$ cat src/rtl/iss_pkg.sv
// Shared constants and types of the sensor control port and frame sequencer
package iss_pkg;

	// --------------------------------------------------------------
	// Serial access layout
	// --------------------------------------------------------------
	localparam int ADDR_W = 7;
	localparam int DATA_W = 16;
	localparam logic [4:0] BIT_FIRST = 5'h00;
	localparam logic [4:0] BIT_ADDR_LAST = 5'h07;
	localparam logic [4:0] BIT_DATA_FIRST = 5'h08;
	localparam logic [4:0] BIT_LAST = 5'h17;

	// --------------------------------------------------------------
	// Register map and reset values
	// --------------------------------------------------------------
	localparam logic [6:0] ADDR_EXP_MODE = 7'h46;
	localparam logic [6:0] ADDR_EXP_LOW = 7'h47;
	localparam logic [6:0] ADDR_EXP_HIGH = 7'h48;
	localparam logic [6:0] ADDR_FRAME_COUNT = 7'h50;
	localparam logic [6:0] ADDR_STATUS = 7'h7F;
	localparam logic [15:0] EXP_MODE_RST = 16'h0000;
	localparam logic [15:0] EXP_LOW_RST = 16'h0010;
	localparam logic [15:0] EXP_HIGH_RST = 16'h0000;
	localparam logic [15:0] FRAME_COUNT_RST = 16'h0001;
	localparam int EXT_MODE_BIT = 0;
	localparam int STAT_INTEG_BIT = 0;
	localparam int STAT_FOT_BIT = 1;
	localparam int STAT_READ_BIT = 2;
	localparam int STAT_HOLD_BIT = 3;
	localparam int STAT_PEND_LSB = 4;

	// --------------------------------------------------------------
	// Sequencer and timing
	// --------------------------------------------------------------
	localparam logic [1:0] PEND_MAX = 2'h2;
	localparam logic [15:0] FOT_TICKS_DEF = 16'h0014;
	localparam logic [15:0] READ_TICKS_DEF = 16'h00C8;
	localparam int CLK_PERIOD_NS = 8;
	localparam int SPI_MAX_MHZ = 30;
	localparam int SPI_LAUNCH_NS = 8;
	localparam int SPI_LAUNCH_CYC = (SPI_LAUNCH_NS / CLK_PERIOD_NS < 1) ? 1 :
		SPI_LAUNCH_NS / CLK_PERIOD_NS;

	// --------------------------------------------------------------
	// Synchroniser lanes
	// --------------------------------------------------------------
	localparam int SYNC_W = 6;
	localparam int SY_LINK = 0;
	localparam int SY_REQ = 1;
	localparam int SY_EXP = 2;
	localparam int SY_SCK = 3;
	localparam int SY_EN = 4;
	localparam int SY_SDI = 5;

	typedef enum logic [2:0] {
		E_IDLE = 3'b001,
		E_INT = 3'b010,
		E_HOLD = 3'b100
	} iss_exp_state_t;

	typedef enum logic [2:0] {
		R_IDLE = 3'b001,
		R_FOT = 3'b010,
		R_READ = 3'b100
	} iss_ro_state_t;

endpackage

$ cat src/rtl/iss_sync.sv
// Two-stage synchroniser for a group of asynchronous inputs
`timescale 1ns/1ps
module iss_sync #(
	parameter int W = 1
) (
	// Clock and reset
	input wire logic clk,
	input wire logic sys_rst,
	// Asynchronous in, synchronised out
	input wire logic [W-1:0] d,
	output logic [W-1:0] q
);
	logic [W-1:0] meta_q;

	always_ff @(posedge clk) begin
		if (sys_rst) begin
			meta_q <= '0;
			q <= '0;
		end else begin
			meta_q <= d;
			q <= meta_q;
		end
	end
endmodule

$ cat src/rtl/iss_spi.sv
// Serial register port: 24-bit access decoder and read data launcher
`timescale 1ns/1ps
module iss_spi
	import iss_pkg::*;
(
	// Clock and reset
	input wire logic clk,
	input wire logic sys_rst,
	// Synchronised serial pins
	input wire logic sck,
	input wire logic en,
	input wire logic sdi,
	// Register side
	input wire logic [DATA_W-1:0] rd_data,
	output logic [ADDR_W-1:0] addr_q,
	output logic [DATA_W-1:0] wr_data_q,
	output logic wr_pulse_q,
	// Serial output
	output logic spi_out_q
);
	logic sck_prev_q;
	logic [4:0] cnt_q;
	logic dir_q;
	logic full_q;
	logic rd_act_q;
	logic [DATA_W-1:0] sh_q;
	logic [DATA_W-1:0] rd_sh_q;

	wire sck_rise = sck & ~sck_prev_q;
	wire sck_fall = ~sck & sck_prev_q;
	wire at_last = cnt_q == BIT_LAST;
	wire rd_load = sck_fall & ~dir_q & (cnt_q == BIT_DATA_FIRST);

	always_ff @(posedge clk) begin
		if (sys_rst) begin
			sck_prev_q <= 1'b0;
			cnt_q <= BIT_FIRST;
			dir_q <= 1'b0;
			full_q <= 1'b0;
			rd_act_q <= 1'b0;
			sh_q <= '0;
			rd_sh_q <= '0;
			addr_q <= '0;
			wr_data_q <= '0;
			wr_pulse_q <= 1'b0;
			spi_out_q <= 1'b0;
		end else begin
			sck_prev_q <= sck;
			wr_pulse_q <= 1'b0;
			if (!en) begin
				// Dropping the enable aborts the access; nothing is committed
				cnt_q <= BIT_FIRST;
				full_q <= 1'b0;
				rd_act_q <= 1'b0;
				spi_out_q <= 1'b0;
			end else begin
				if (sck_rise) begin
					sh_q <= {sh_q[DATA_W-2:0], sdi};
					cnt_q <= at_last ? BIT_FIRST : cnt_q + 5'h01;
					if (cnt_q == BIT_FIRST)
						dir_q <= sdi;
					if (cnt_q == BIT_ADDR_LAST)
						addr_q <= {sh_q[ADDR_W-2:0], sdi};
					if (at_last) begin
						wr_data_q <= {sh_q[DATA_W-2:0], sdi};
						full_q <= 1'b1;
					end
				end
				if (sck_fall) begin
					if (full_q) begin
						wr_pulse_q <= dir_q;
						full_q <= 1'b0;
					end
					if (rd_load) begin
						spi_out_q <= rd_data[DATA_W-1];
						rd_sh_q <= {rd_data[DATA_W-2:0], 1'b0};
						rd_act_q <= 1'b1;
					end else if (rd_act_q && cnt_q != BIT_FIRST) begin
						spi_out_q <= rd_sh_q[DATA_W-1];
						rd_sh_q <= {rd_sh_q[DATA_W-2:0], 1'b0};
					end else begin
						spi_out_q <= 1'b0;
						rd_act_q <= 1'b0;
					end
				end
			end
		end
	end
endmodule

$ cat src/rtl/iss_top.sv
// Sensor control: serial register port, register file and frame sequencer
// Operation
// Sample on rising edge, commit on last falling
// Host keeps serial clock at most 30 MHz
// Host raises enable half period before first bit
// Host holds enable one period after last bit
// Access is 24 bits: direction, address, data
// First bit one writes, zero reads
// Seven address bits follow, MSB first
// Write: sixteen data bits MSB first stored
// Back-to-back writes while enable stays high
// Read: value driven MSB first on falling edges
// Host samples read data on rising edges
// Each request captures frame_count frames, reset one
// Internal mode: exposure from registers, starts on request
// Exposure end runs overhead phase then readout
// Next exposure overlaps previous readout
// Short exposure: next overhead starts at readout end
// Early request delayed, overhead right after readout
// Requests during integration queued, two at most
// Request held high: continuous back-to-back frames
// Mode bit zero selects external exposure control (code: mode bit one selects it)
// External: exposure pulse high starts exposure
// External: request ends exposure, extended during readout
// Host holds pulses 8, 10 or 12 link periods
// Reset restores sequencer and registers to defaults
// Request and exposure inputs synchronised, level-sampled
`timescale 1ns/1ps
module iss_top
	import iss_pkg::*;
#(
	parameter logic [15:0] FOT_TICKS = FOT_TICKS_DEF,
	parameter logic [15:0] READ_TICKS = READ_TICKS_DEF
) (
	// Clock and reset
	input wire logic clk,
	input wire logic sys_rst,
	// Link clock and frame control pins
	input wire logic link_clk,
	input wire logic frame_req,
	input wire logic exposure_pulse_a,
	// Serial register port
	input wire logic spi_clk,
	input wire logic spi_en,
	input wire logic spi_in,
	output logic spi_out,
	// Sequencer phase indicators
	output logic integ_active_q,
	output logic overhead_active_q,
	output logic readout_active_q
);
	// --------------------------------------------------------------
	// Input synchronisation
	// --------------------------------------------------------------
	logic [SYNC_W-1:0] pins_s;

	iss_sync #(.W(SYNC_W)) u_sync (
		.clk(clk),
		.sys_rst(sys_rst),
		.d({spi_in, spi_en, spi_clk, exposure_pulse_a, frame_req, link_clk}),
		.q(pins_s)
	);

	// --------------------------------------------------------------
	// Serial port and register file
	// --------------------------------------------------------------
	logic [ADDR_W-1:0] spi_addr;
	logic [DATA_W-1:0] spi_wdata;
	logic spi_wr;
	logic [DATA_W-1:0] rd_data;
	logic [15:0] exp_mode_q;
	logic [15:0] exp_low_q;
	logic [15:0] exp_high_q;
	logic [15:0] frame_count_q;
	logic [15:0] status_w;

	iss_spi u_spi (
		.clk(clk),
		.sys_rst(sys_rst),
		.sck(pins_s[SY_SCK]),
		.en(pins_s[SY_EN]),
		.sdi(pins_s[SY_SDI]),
		.rd_data(rd_data),
		.addr_q(spi_addr),
		.wr_data_q(spi_wdata),
		.wr_pulse_q(spi_wr),
		.spi_out_q(spi_out)
	);

	always_ff @(posedge clk) begin
		if (sys_rst) begin
			exp_mode_q <= EXP_MODE_RST;
			exp_low_q <= EXP_LOW_RST;
			exp_high_q <= EXP_HIGH_RST;
			frame_count_q <= FRAME_COUNT_RST;
		end else if (spi_wr) begin
			if (spi_addr == ADDR_EXP_MODE)
				exp_mode_q <= spi_wdata;
			if (spi_addr == ADDR_EXP_LOW)
				exp_low_q <= spi_wdata;
			if (spi_addr == ADDR_EXP_HIGH)
				exp_high_q <= spi_wdata;
			if (spi_addr == ADDR_FRAME_COUNT)
				frame_count_q <= spi_wdata;
		end
	end

	// Unmapped addresses read as zero and ignore writes
	assign rd_data = (spi_addr == ADDR_EXP_MODE) ? exp_mode_q :
		(spi_addr == ADDR_EXP_LOW) ? exp_low_q :
		(spi_addr == ADDR_EXP_HIGH) ? exp_high_q :
		(spi_addr == ADDR_FRAME_COUNT) ? frame_count_q :
		(spi_addr == ADDR_STATUS) ? status_w : 16'h0000;

	// --------------------------------------------------------------
	// Link clock ticks and level sampling
	// --------------------------------------------------------------
	logic lk_prev_q;
	logic req_prev_q;
	iss_exp_state_t e_state_q;
	iss_exp_state_t e_state_d;
	iss_ro_state_t r_state_q;
	iss_ro_state_t r_state_d;
	logic [31:0] exp_cnt_q;
	logic [15:0] ro_cnt_q;
	logic [15:0] frames_left_q;
	logic [1:0] pend_q;

	wire tick = pins_s[SY_LINK] & ~lk_prev_q;
	wire req_lvl = pins_s[SY_REQ];
	wire exp_lvl = pins_s[SY_EXP];
	wire req_rise = tick & req_lvl & ~req_prev_q;
	wire ext_mode = exp_mode_q[EXT_MODE_BIT];

	// --------------------------------------------------------------
	// Sequencing decisions
	// --------------------------------------------------------------
	wire [31:0] exp_len = {exp_high_q, exp_low_q};
	wire [31:0] exp_cnt_inc = exp_cnt_q + 32'h00000001;
	wire [15:0] fot_left = FOT_TICKS - ro_cnt_q;
	wire [15:0] read_left = READ_TICKS - ro_cnt_q;
	// Link ticks from now until the last readout tick; an exposure of this length
	// ends on that very tick, so the next overhead phase follows with no gap
	wire [31:0] ro_rem = (r_state_q == R_FOT) ?
		{16'h0000, fot_left} + {16'h0000, READ_TICKS} - 32'h00000001 :
		(r_state_q == R_READ) ? {16'h0000, read_left} - 32'h00000001 : 32'h00000000;
	// Delaying the start keeps the pixels from over-integrating behind a busy readout
	wire timing_ok = (r_state_q == R_IDLE) || (ro_rem <= exp_len);
	wire e_idle = e_state_q == E_IDLE;
	wire burst_go = (frames_left_q == 16'h0000) && (req_lvl || pend_q != 2'h0);
	wire int_start = tick & ~ext_mode & e_idle & timing_ok &
		((frames_left_q != 16'h0000) | burst_go);
	wire ext_start = tick & ext_mode & e_idle & exp_lvl;
	wire exp_end = tick && e_state_q == E_INT &&
		(ext_mode ? req_lvl : (exp_cnt_inc >= exp_len));
	wire ro_last = tick && r_state_q == R_READ && ro_cnt_q == READ_TICKS - 16'h0001;
	wire fot_last = tick && r_state_q == R_FOT && ro_cnt_q == FOT_TICKS - 16'h0001;
	wire ro_free = (r_state_q == R_IDLE) || ro_last;
	wire handoff = ((exp_end && e_state_q == E_INT) || (tick && e_state_q == E_HOLD)) &&
		ro_free;
	wire pend_use = int_start & burst_go & (pend_q != 2'h0);
	wire pend_add = req_rise & ~ext_mode & ~(int_start & burst_go & (pend_q == 2'h0));
	wire [15:0] burst_left = (frame_count_q == 16'h0000) ? 16'h0000 :
		frame_count_q - 16'h0001;

	always_comb begin
		e_state_d = e_state_q;
		unique case (e_state_q)
			E_IDLE: begin
				if (int_start || ext_start)
					e_state_d = E_INT;
			end
			E_INT: begin
				if (exp_end)
					e_state_d = handoff ? E_IDLE : E_HOLD;
			end
			E_HOLD: begin
				if (handoff)
					e_state_d = E_IDLE;
			end
			default: e_state_d = E_IDLE;
		endcase
	end

	always_comb begin
		r_state_d = r_state_q;
		unique case (r_state_q)
			R_IDLE: begin
				if (handoff)
					r_state_d = R_FOT;
			end
			R_FOT: begin
				if (fot_last)
					r_state_d = R_READ;
			end
			R_READ: begin
				if (ro_last)
					r_state_d = handoff ? R_FOT : R_IDLE;
			end
			default: r_state_d = R_IDLE;
		endcase
	end

	// --------------------------------------------------------------
	// Sequencer state
	// --------------------------------------------------------------
	always_ff @(posedge clk) begin
		if (sys_rst) begin
			lk_prev_q <= 1'b0;
			req_prev_q <= 1'b0;
			e_state_q <= E_IDLE;
			r_state_q <= R_IDLE;
		end else begin
			lk_prev_q <= pins_s[SY_LINK];
			if (tick)
				req_prev_q <= req_lvl;
			e_state_q <= e_state_d;
			r_state_q <= r_state_d;
		end
	end

	always_ff @(posedge clk) begin
		if (sys_rst) begin
			exp_cnt_q <= 32'h00000000;
			ro_cnt_q <= 16'h0000;
		end else begin
			if (e_idle)
				exp_cnt_q <= 32'h00000000;
			else if (tick && e_state_q == E_INT)
				exp_cnt_q <= exp_cnt_inc;
			if (r_state_d != r_state_q)
				ro_cnt_q <= 16'h0000;
			else if (tick && r_state_q != R_IDLE)
				ro_cnt_q <= ro_cnt_q + 16'h0001;
		end
	end

	always_ff @(posedge clk) begin
		if (sys_rst || ext_mode) begin
			frames_left_q <= 16'h0000;
		end else if (int_start) begin
			frames_left_q <= burst_go ? burst_left : frames_left_q - 16'h0001;
		end
	end

	// A request arriving as one is consumed still counts
	always_ff @(posedge clk) begin
		if (sys_rst) begin
			pend_q <= 2'h0;
		end else if (pend_add && !pend_use) begin
			if (pend_q != PEND_MAX)
				pend_q <= pend_q + 2'h1;
		end else if (pend_use && !pend_add) begin
			pend_q <= pend_q - 2'h1;
		end
	end

	// --------------------------------------------------------------
	// Phase outputs and status
	// --------------------------------------------------------------
	always_ff @(posedge clk) begin
		if (sys_rst) begin
			integ_active_q <= 1'b0;
			overhead_active_q <= 1'b0;
			readout_active_q <= 1'b0;
		end else begin
			integ_active_q <= e_state_d != E_IDLE;
			overhead_active_q <= r_state_d == R_FOT;
			readout_active_q <= r_state_d == R_READ;
		end
	end

	always_comb begin
		status_w = 16'h0000;
		status_w[STAT_INTEG_BIT] = e_state_q == E_INT;
		status_w[STAT_FOT_BIT] = r_state_q == R_FOT;
		status_w[STAT_READ_BIT] = r_state_q == R_READ;
		status_w[STAT_HOLD_BIT] = e_state_q == E_HOLD;
		status_w[STAT_PEND_LSB +: 2] = pend_q;
	end
endmodule

$ cat config.mk
export PLATFORM = sky130hd
export DESIGN_NAME = iss_top
export DESIGN_NICKNAME = d
export VERILOG_FILES = /design/src/rtl/iss_pkg.sv /design/src/rtl/iss_sync.sv /design/src/rtl/iss_spi.sv /design/src/rtl/iss_top.sv
export SDC_FILE = /design/constraint.sdc
export NUM_CORES = 1
export LEC_CHECK = 0
export ABC_CLOCK_PERIOD_IN_PS = 5180
export BUFFER_PORTS_ARGS = -buffer_cell sky130_fd_sc_hd__buf_4
export CORE_ASPECT_RATIO = 1.75
export CORE_MARGIN = 2
export CORE_UTILIZATION = 40
export DETAILED_ROUTE_END_ITERATION = 10
export SYNTH_ARGS = -nofsm -noshare
export SYNTH_HDL_FRONTEND = slang
export SYNTH_SLANG_ARGS = --single-unit
$ cat constraint.sdc
create_clock -name clk -period 5.18 [get_ports clk]
set_input_delay 0.259 -clock clk [delete_from_list [all_inputs] [get_ports clk]]
set_output_delay 0.259 -clock clk [all_outputs]
set_load 0.005 [all_outputs]
Word-level counts from Yosys, hierarchy flattened

Cells that the tools add are included.

Word-level logic and storage cells: 176
Input bits: 8
Output and inout bits: 4
Register bits: 218

$add $sub $neg: 12
Reductions and logical operators: 46
$lt $le $gt $ge: 2
Equal/unequal tests: 24
Bitwise logic cells: 30
Multiplexer cells: 34

Operator list:

| cell                    | count |
|---|---|
| $mux W16                | 8 |
| $mux W32                | 2 |
| $eq A7 B7 Y1 const B    | 5 |
| $add A32 B1 Y32 const B | 1 |
| $ge A32 B32 Y1          | 1 |
| $le A32 B32 Y1          | 1 |
| $logic_not A16 Y1       | 2 |
| $sub A16 B1 Y16 const B | 2 |
| $mux W3                 | 7 |
| $and A1 B1 Y1           | 19 |
| $pmux W3 S3             | 2 |
| $sub A17 B1 Y18 const B | 1 |
| $add A16 B8 Y17 const B | 1 |
| $sub A16 B1 Y17 const B | 1 |
| $add A16 B1 Y16 const B | 1 |
| $eq A16 B5 Y1 const B   | 1 |
| $eq A16 B8 Y1 const B   | 1 |
| $reduce_bool A16 Y1     | 1 |
| $sub A5 B16 Y16 const A | 1 |
| $sub A8 B16 Y16 const A | 1 |
| $logic_and A1 B1 Y1     | 14 |
| $reduce_and A2 Y1       | 7 |
| $reduce_and A3 Y1       | 4 |
| $not A1 Y1              | 10 |
| other kinds (26)        | 54 |

Depth between registers and ports, before layout

Word-level depth: 16
Gate-level depth with buffers: 22
Mapped depth without buffers: 17

Cells and area by module

Synthesis repeated with hierarchy kept, for this count alone.

Cell total of the unflattened synthesis: 1,754
Area total of the unflattened synthesis: 13,625.6 µm²

Modules (own cells, without submodules):

| module   | sequential area each (µm²) | area each (µm²) | times used | cells an instance |
|---|---|---|---|---|
| iss_top  | 2,822.7                    | 10,697.8        | 1          | 1,446 |
| iss_spi  | 1,281.2                    | 2,561.2         | 1          | 283 |
| iss_sync | 240.2                      | 366.6           | 1          | 25 |

Worst setup path before layout

Ideal clock, no wire load.

Kind: flip-flop to flip-flop
From: reg ro_cnt_q[0]
To: reg frames_left_q[8]
Setup slack: 0.393 ns
Cell stages (with the launch flop): 22
Buffers on the path: 4
Setup time: 0.134 ns
Data required time: 5.046 ns
Arrival: 4.652 ns
Period minus slack after synthesis: 4.787 ns
Cells stage by stage: dfxtp_1 > clkbuf_1 > inv_1 > ha_1 > clkbuf_1 > nor2b_1 > o21ai_0 > a21boi_0 > nor3_1 > o2111ai_1 > xor2_1 > o22ai_1 > ha_1 > nand4_1 > nor2_1 > a221o_1 > o311a_1 > a211o_1 > buf_2 > buf_2 > o311ai_0 > o31ai_1

Word-level cells in the longest chain between the ends: 8
Elaborated cells on any way between the ends: 11

RTL lines:

| what                                               | line                           | text |
|---|---|---|
| start: declaration                                 | iss_top.sv:125                 | `logic [15:0] ro_cnt_q;` |
| start signal: assignment                           | iss_top.sv:234                 | `ro_cnt_q <= ro_cnt_q + 16'h0001;` |
| $sub A5 B16 Y16 or $sub A8 B16 Y16 (tied branches) | iss_top.sv:140, iss_top.sv:141 |  |
| $add A16 B8 Y17 or $sub A16 B1 Y17 (tied branches) | iss_top.sv:145, iss_top.sv:146 |  |
| $sub A17 B1 Y18 or $mux W32 (tied branches)        | iss_top.sv:145, iss_top.sv:146 |  |
| $mux W32 *                                         | iss_top.sv:144                 | `wire [31:0] ro_rem = (r_state_q == R_FOT) ?` |
| $le A32 B32 Y1 *                                   | iss_top.sv:148                 | `wire timing_ok = (r_state_q == R_IDLE) \|\| (ro_rem <= exp_len);` |
| $logic_or A1 B1 Y1 *                               | iss_top.sv:148                 |  |
| $and A1 B1 Y1 * (2 in a row)                       | iss_top.sv:151                 | `wire int_start = tick & ~ext_mode & e_idle & timing_ok &` |
| end signal: assignment                             | iss_top.sv:242                 | `frames_left_q <= burst_go ? burst_left : frames_left_q - 16'h0001;` |
| end: declaration                                   | iss_top.sv:126                 | `logic [15:0] frames_left_q;` |

Mark *: on every way between the ends. The rest lies on a longest branch, timed or not.
A chain may end at the register's enable or synchronous reset.

Worst setup path after layout

From: reg ro_cnt_q[0]
To: reg frames_left_q[14]

Same word-level chain as after synthesis.

==> summary.txt <==
Logic synthesis
  – Synth Warn #: 0
  – Most common cell in the netlist: nand2_1
  – Ys flop type: dfxtp_1
  – Ranking of synthesized cells by area: dfxtp_1, a21oi_1, ha_1, nand2_1, nor2_1
  – Commonest cells in the netlist: nand2_1, dfxtp_1, a21oi_1
  – Synth Register Bits: between 200 and 250
  – Number of flops mapped to enable cells by yosys: 0
  – Yosys top cell by area: dfxtp_1
  – Unique masters post-synth: 85
  – Syn nets: around 1,800
  – Post-Syn Instances: 1,719
  – Cell Area, Synth: 13,300 sq um
  – Post-synth top area share: 0.326
  – Ys async rst share: 0
  – Seq/Total Area, Yosys: 0.326
  – Syn Area/Cell: ~7.8 sq um

Placed design
  – IO buf count: 11
  – Post-Place Setup Slack: around 290 ps
  – GPL Wtd Cong: 0.940
  – DP Area: 13,800 sq um
  – Placed cell count: approximately 2,100
  – Post-DP HPWL: 29,300 microns

Finish
  – Diode count: 0
  – Total Nets Final: 1,767
  – # fillers: 3,290
  – Area Overhead vs Synth: 10.1%
  – Non-filler cells, final: roughly 2,100
  – Fraction of layout cells with a size suffix above 1: 0.0722
  – Final Cell Area: around 15,000 sq um

Routing
  – Routed length on met1: 14,300 microns
  – Drt drc: 0
  – Vias/cell: 5.88
  – DRT Wirelength: 39,300 microns
  – DR top layer: met4
  – Met2 wire length: 20,900 microns
  – DRT iter0 DRCs: about 860
  – Metal3 WL: ~1300 microns
  – DR WL/cell: 18.6 microns
  – Drt first pass iters: 6
  – Vias post-DR: 12,385
  – Remaining antenna violation count: 0

Power
  – Sw frac: 0.264
  – Net Switching: 1060 uW
  – Comb power frac: 0.124
  – Sequential share of power: 0.432
  – Clk pwr share: 0.444
  – LEAKAGE: 0.00543 uW
  – Peak VDD IR: 233 uV
  – Internal power: between 2000 and 3000 uW
  – PwrDens: around 270 nW/um^2

Worst setup path
  – Critical Path RT: 5610 ps
  – Crit path capture type: flop
  – CP startpoint kind: flop
  – CP max FO: 37
  – Critical path class: flop to flop
  – Arrival time worst endpoint: ~5300 ps

STA
  – Fin. Hold Viols: 0
  – Max-slew violations: 0
  – RSZ-0062 raised after global routing: false
  – Final clock skew: 12.7 ps
  – FMAX: 206 MHz
  – Final setup fails: 0
  – Final Cycle Share: 0.936
  – Setup Total Neg Slack: 0 ps
  – Least-Margin Pin Slew: 1070 ps
  – Slew HR: 0.286
  – Setup ws final: 333 ps
  – Min cycle time layout: 4850 ps

Global route
  – Largest net degree at the start of global routing: 83
  – First-pass GRT wire length: around 63,000 microns
  – Remaining Overflow, GRT: 0
  – Initial antenna violation count: 0
  – GRT Total Usage: 0.224
  – Vias in the first global route: 12,107

Clock tree
  – Clk Latency, worst-skew pair: 530 ps
  – CTS root buf: clkbuf_16
  – Clock sink count: 217
  – Setup Fix Bufs, Post-CTS: 0
  – Clock transition at path regs: 60 ps
  – Deepest clock path buffer count: 3
  – TritonCTS clock tree: yes
  – Num CTS Buffers: 23
  – H-tree depth: 1

Floorplanning
  – Site Rows: 88
  – Initial core utilization: 0.405
  – Die area: 34,800 sq um
  – Die Ht: 245 microns
  – Die Wd: 142 microns
  – I/O Pins: 12
  – Core area: about 33,000 sq um

Outcome
  – Outcome: complete, no violations

Run
  – Max-cap viol count: 0

Hold path
  – Hold Path Class: primary input to flop
## cells in the final DEF, fill, tap and decap left out, types with 9 or more instances in the layout
master,Yosys,final
nor3_1,51,50
ha_1,71,71
nor4_1,16,16
and3_1,15,14
xnor2_1,59,59
a21o_1,9,9
nand4_1,34,34
nand2b_1,21,21
nand2_1,225,225
nor2_1,154,154
mux2i_1,35,35
nor2b_1,25,25
a21oi_1,179,179
a211oi_1,29,29
buf_4,3,50
clkbuf_16,0,23
o22ai_1,18,18
inv_1,53,53
dfxtp_1,217,217
nand3_1,86,86
a221oi_1,13,13
xor2_1,56,56
o21ai_0,48,47
or3_1,27,27
## metrics by stage
step	hold slack [ps]	util	total power [uW]
finish	306	0.446	4010
global route	351	0.446	4160
CTS	300	0.445	4050
detailed placement	428	0.419	2250
global placement	422	0.419	2250
floorplan	387	-	2150
## state kept, by name, summed over array words and instances, names as in the netlist, 6 cells and up
register and cells:
exp_cnt_q 32, exp_high_q 16, exp_low_q 16, exp_mode_q 16, frame_count_q 16, frames_left_q 16, ro_cnt_q 16, u_spi.wr_data_q 16
u_spi.rd_sh_q 15, u_spi.sh_q 15, u_spi.addr_q 7, u_sync.meta_q 6, u_sync.q 6
## critical path, stage by stage (launching register included)
cell and delay, ps:
dfxtp_1 310, inv_1 100, ha_1 180, buf_4 210, nor2b_1 110, o21ai_0 350, buf_4 200, nand2_1 140
a31oi_1 230, a2111oi_1 70, or3_1 360, a32oi_1 310, ha_1 300, nand4_1 130, nor2_1 60, a221o_1 320
o311a_1 350, a211o_1 260, buf_4 240, o311a_1 330, a21o_1 150
## routing by layer
layer	track usage	up-vias
met5	0	-
met4	0.140	0
met3	0.0216	135
met2	0.433	337
met1	0.226	5837
li1	-	6076
## worst paths after layout
| kind | slack, ps | cells past startpoint | endpoint | from |
|---|---|---|---|---|
| worst max-delay path | 330 | 20 | frames_left_q[14] | ro_cnt_q[0] |
| worst min-delay path | 310 | 2 | u_spi.sck_prev_q | sys_rst |
| worst max register to register | 330 | 20 | frames_left_q[14] | ro_cnt_q[0] |
| worst min register to register | 440 | 1 | u_sync.q[5] | u_sync.meta_q[5] |
## power by group through the flow
| stage | logic, uW | registers, uW | clock network [uW] |
|---|---|---|---|
| floorplan | 385 | 1760 | 0 |
| global placement | 482 | 1770 | 0 |
| detailed placement | 486 | 1770 | 0 |
| CTS | 491 | 1730 | 1830 |
| global route | 548 | 1740 | 1880 |
| finish | 497 | 1730 | 1780 |
## cells by family after synthesis
family,after synthesis,share of synthesized area
AO/OA/AOI/OAI,399,0.192
buffers and inverters,165,0.0486
flip-flops,217,0.326
XOR/XNOR,115,0.0756
adder cells (fa/ha/maj),71,0.0667
multiplexers,38,0.0288
AND/OR/NAND/NOR,714,0.262
## repair_timing
| action | 4_1_cts | 5_1_grt |
|---|---|---|
| resized for setup | 0 | 5 |
| hold buffers | 6 | 0 |
| setup endpoints to repair | 0 | 7 |
| hold endpoints to repair | 6 | 0 |
## area by class of cell
cell class / instances / area (sq um) / area share
clock buffers: 30 / 632 / 0.0431
well taps: 405 / 507 / 0.0345
multi-input cells: 1337 / 8390 / 0.572
clock inverters: 10 / 165 / 0.0113
inverters: 53 / 199 / 0.0136
repair buffers: 56 / 435 / 0.0297
flip-flops and latches: 217 / 4340 / 0.296
No activity file was read; power rests on OpenSTA's default activity.
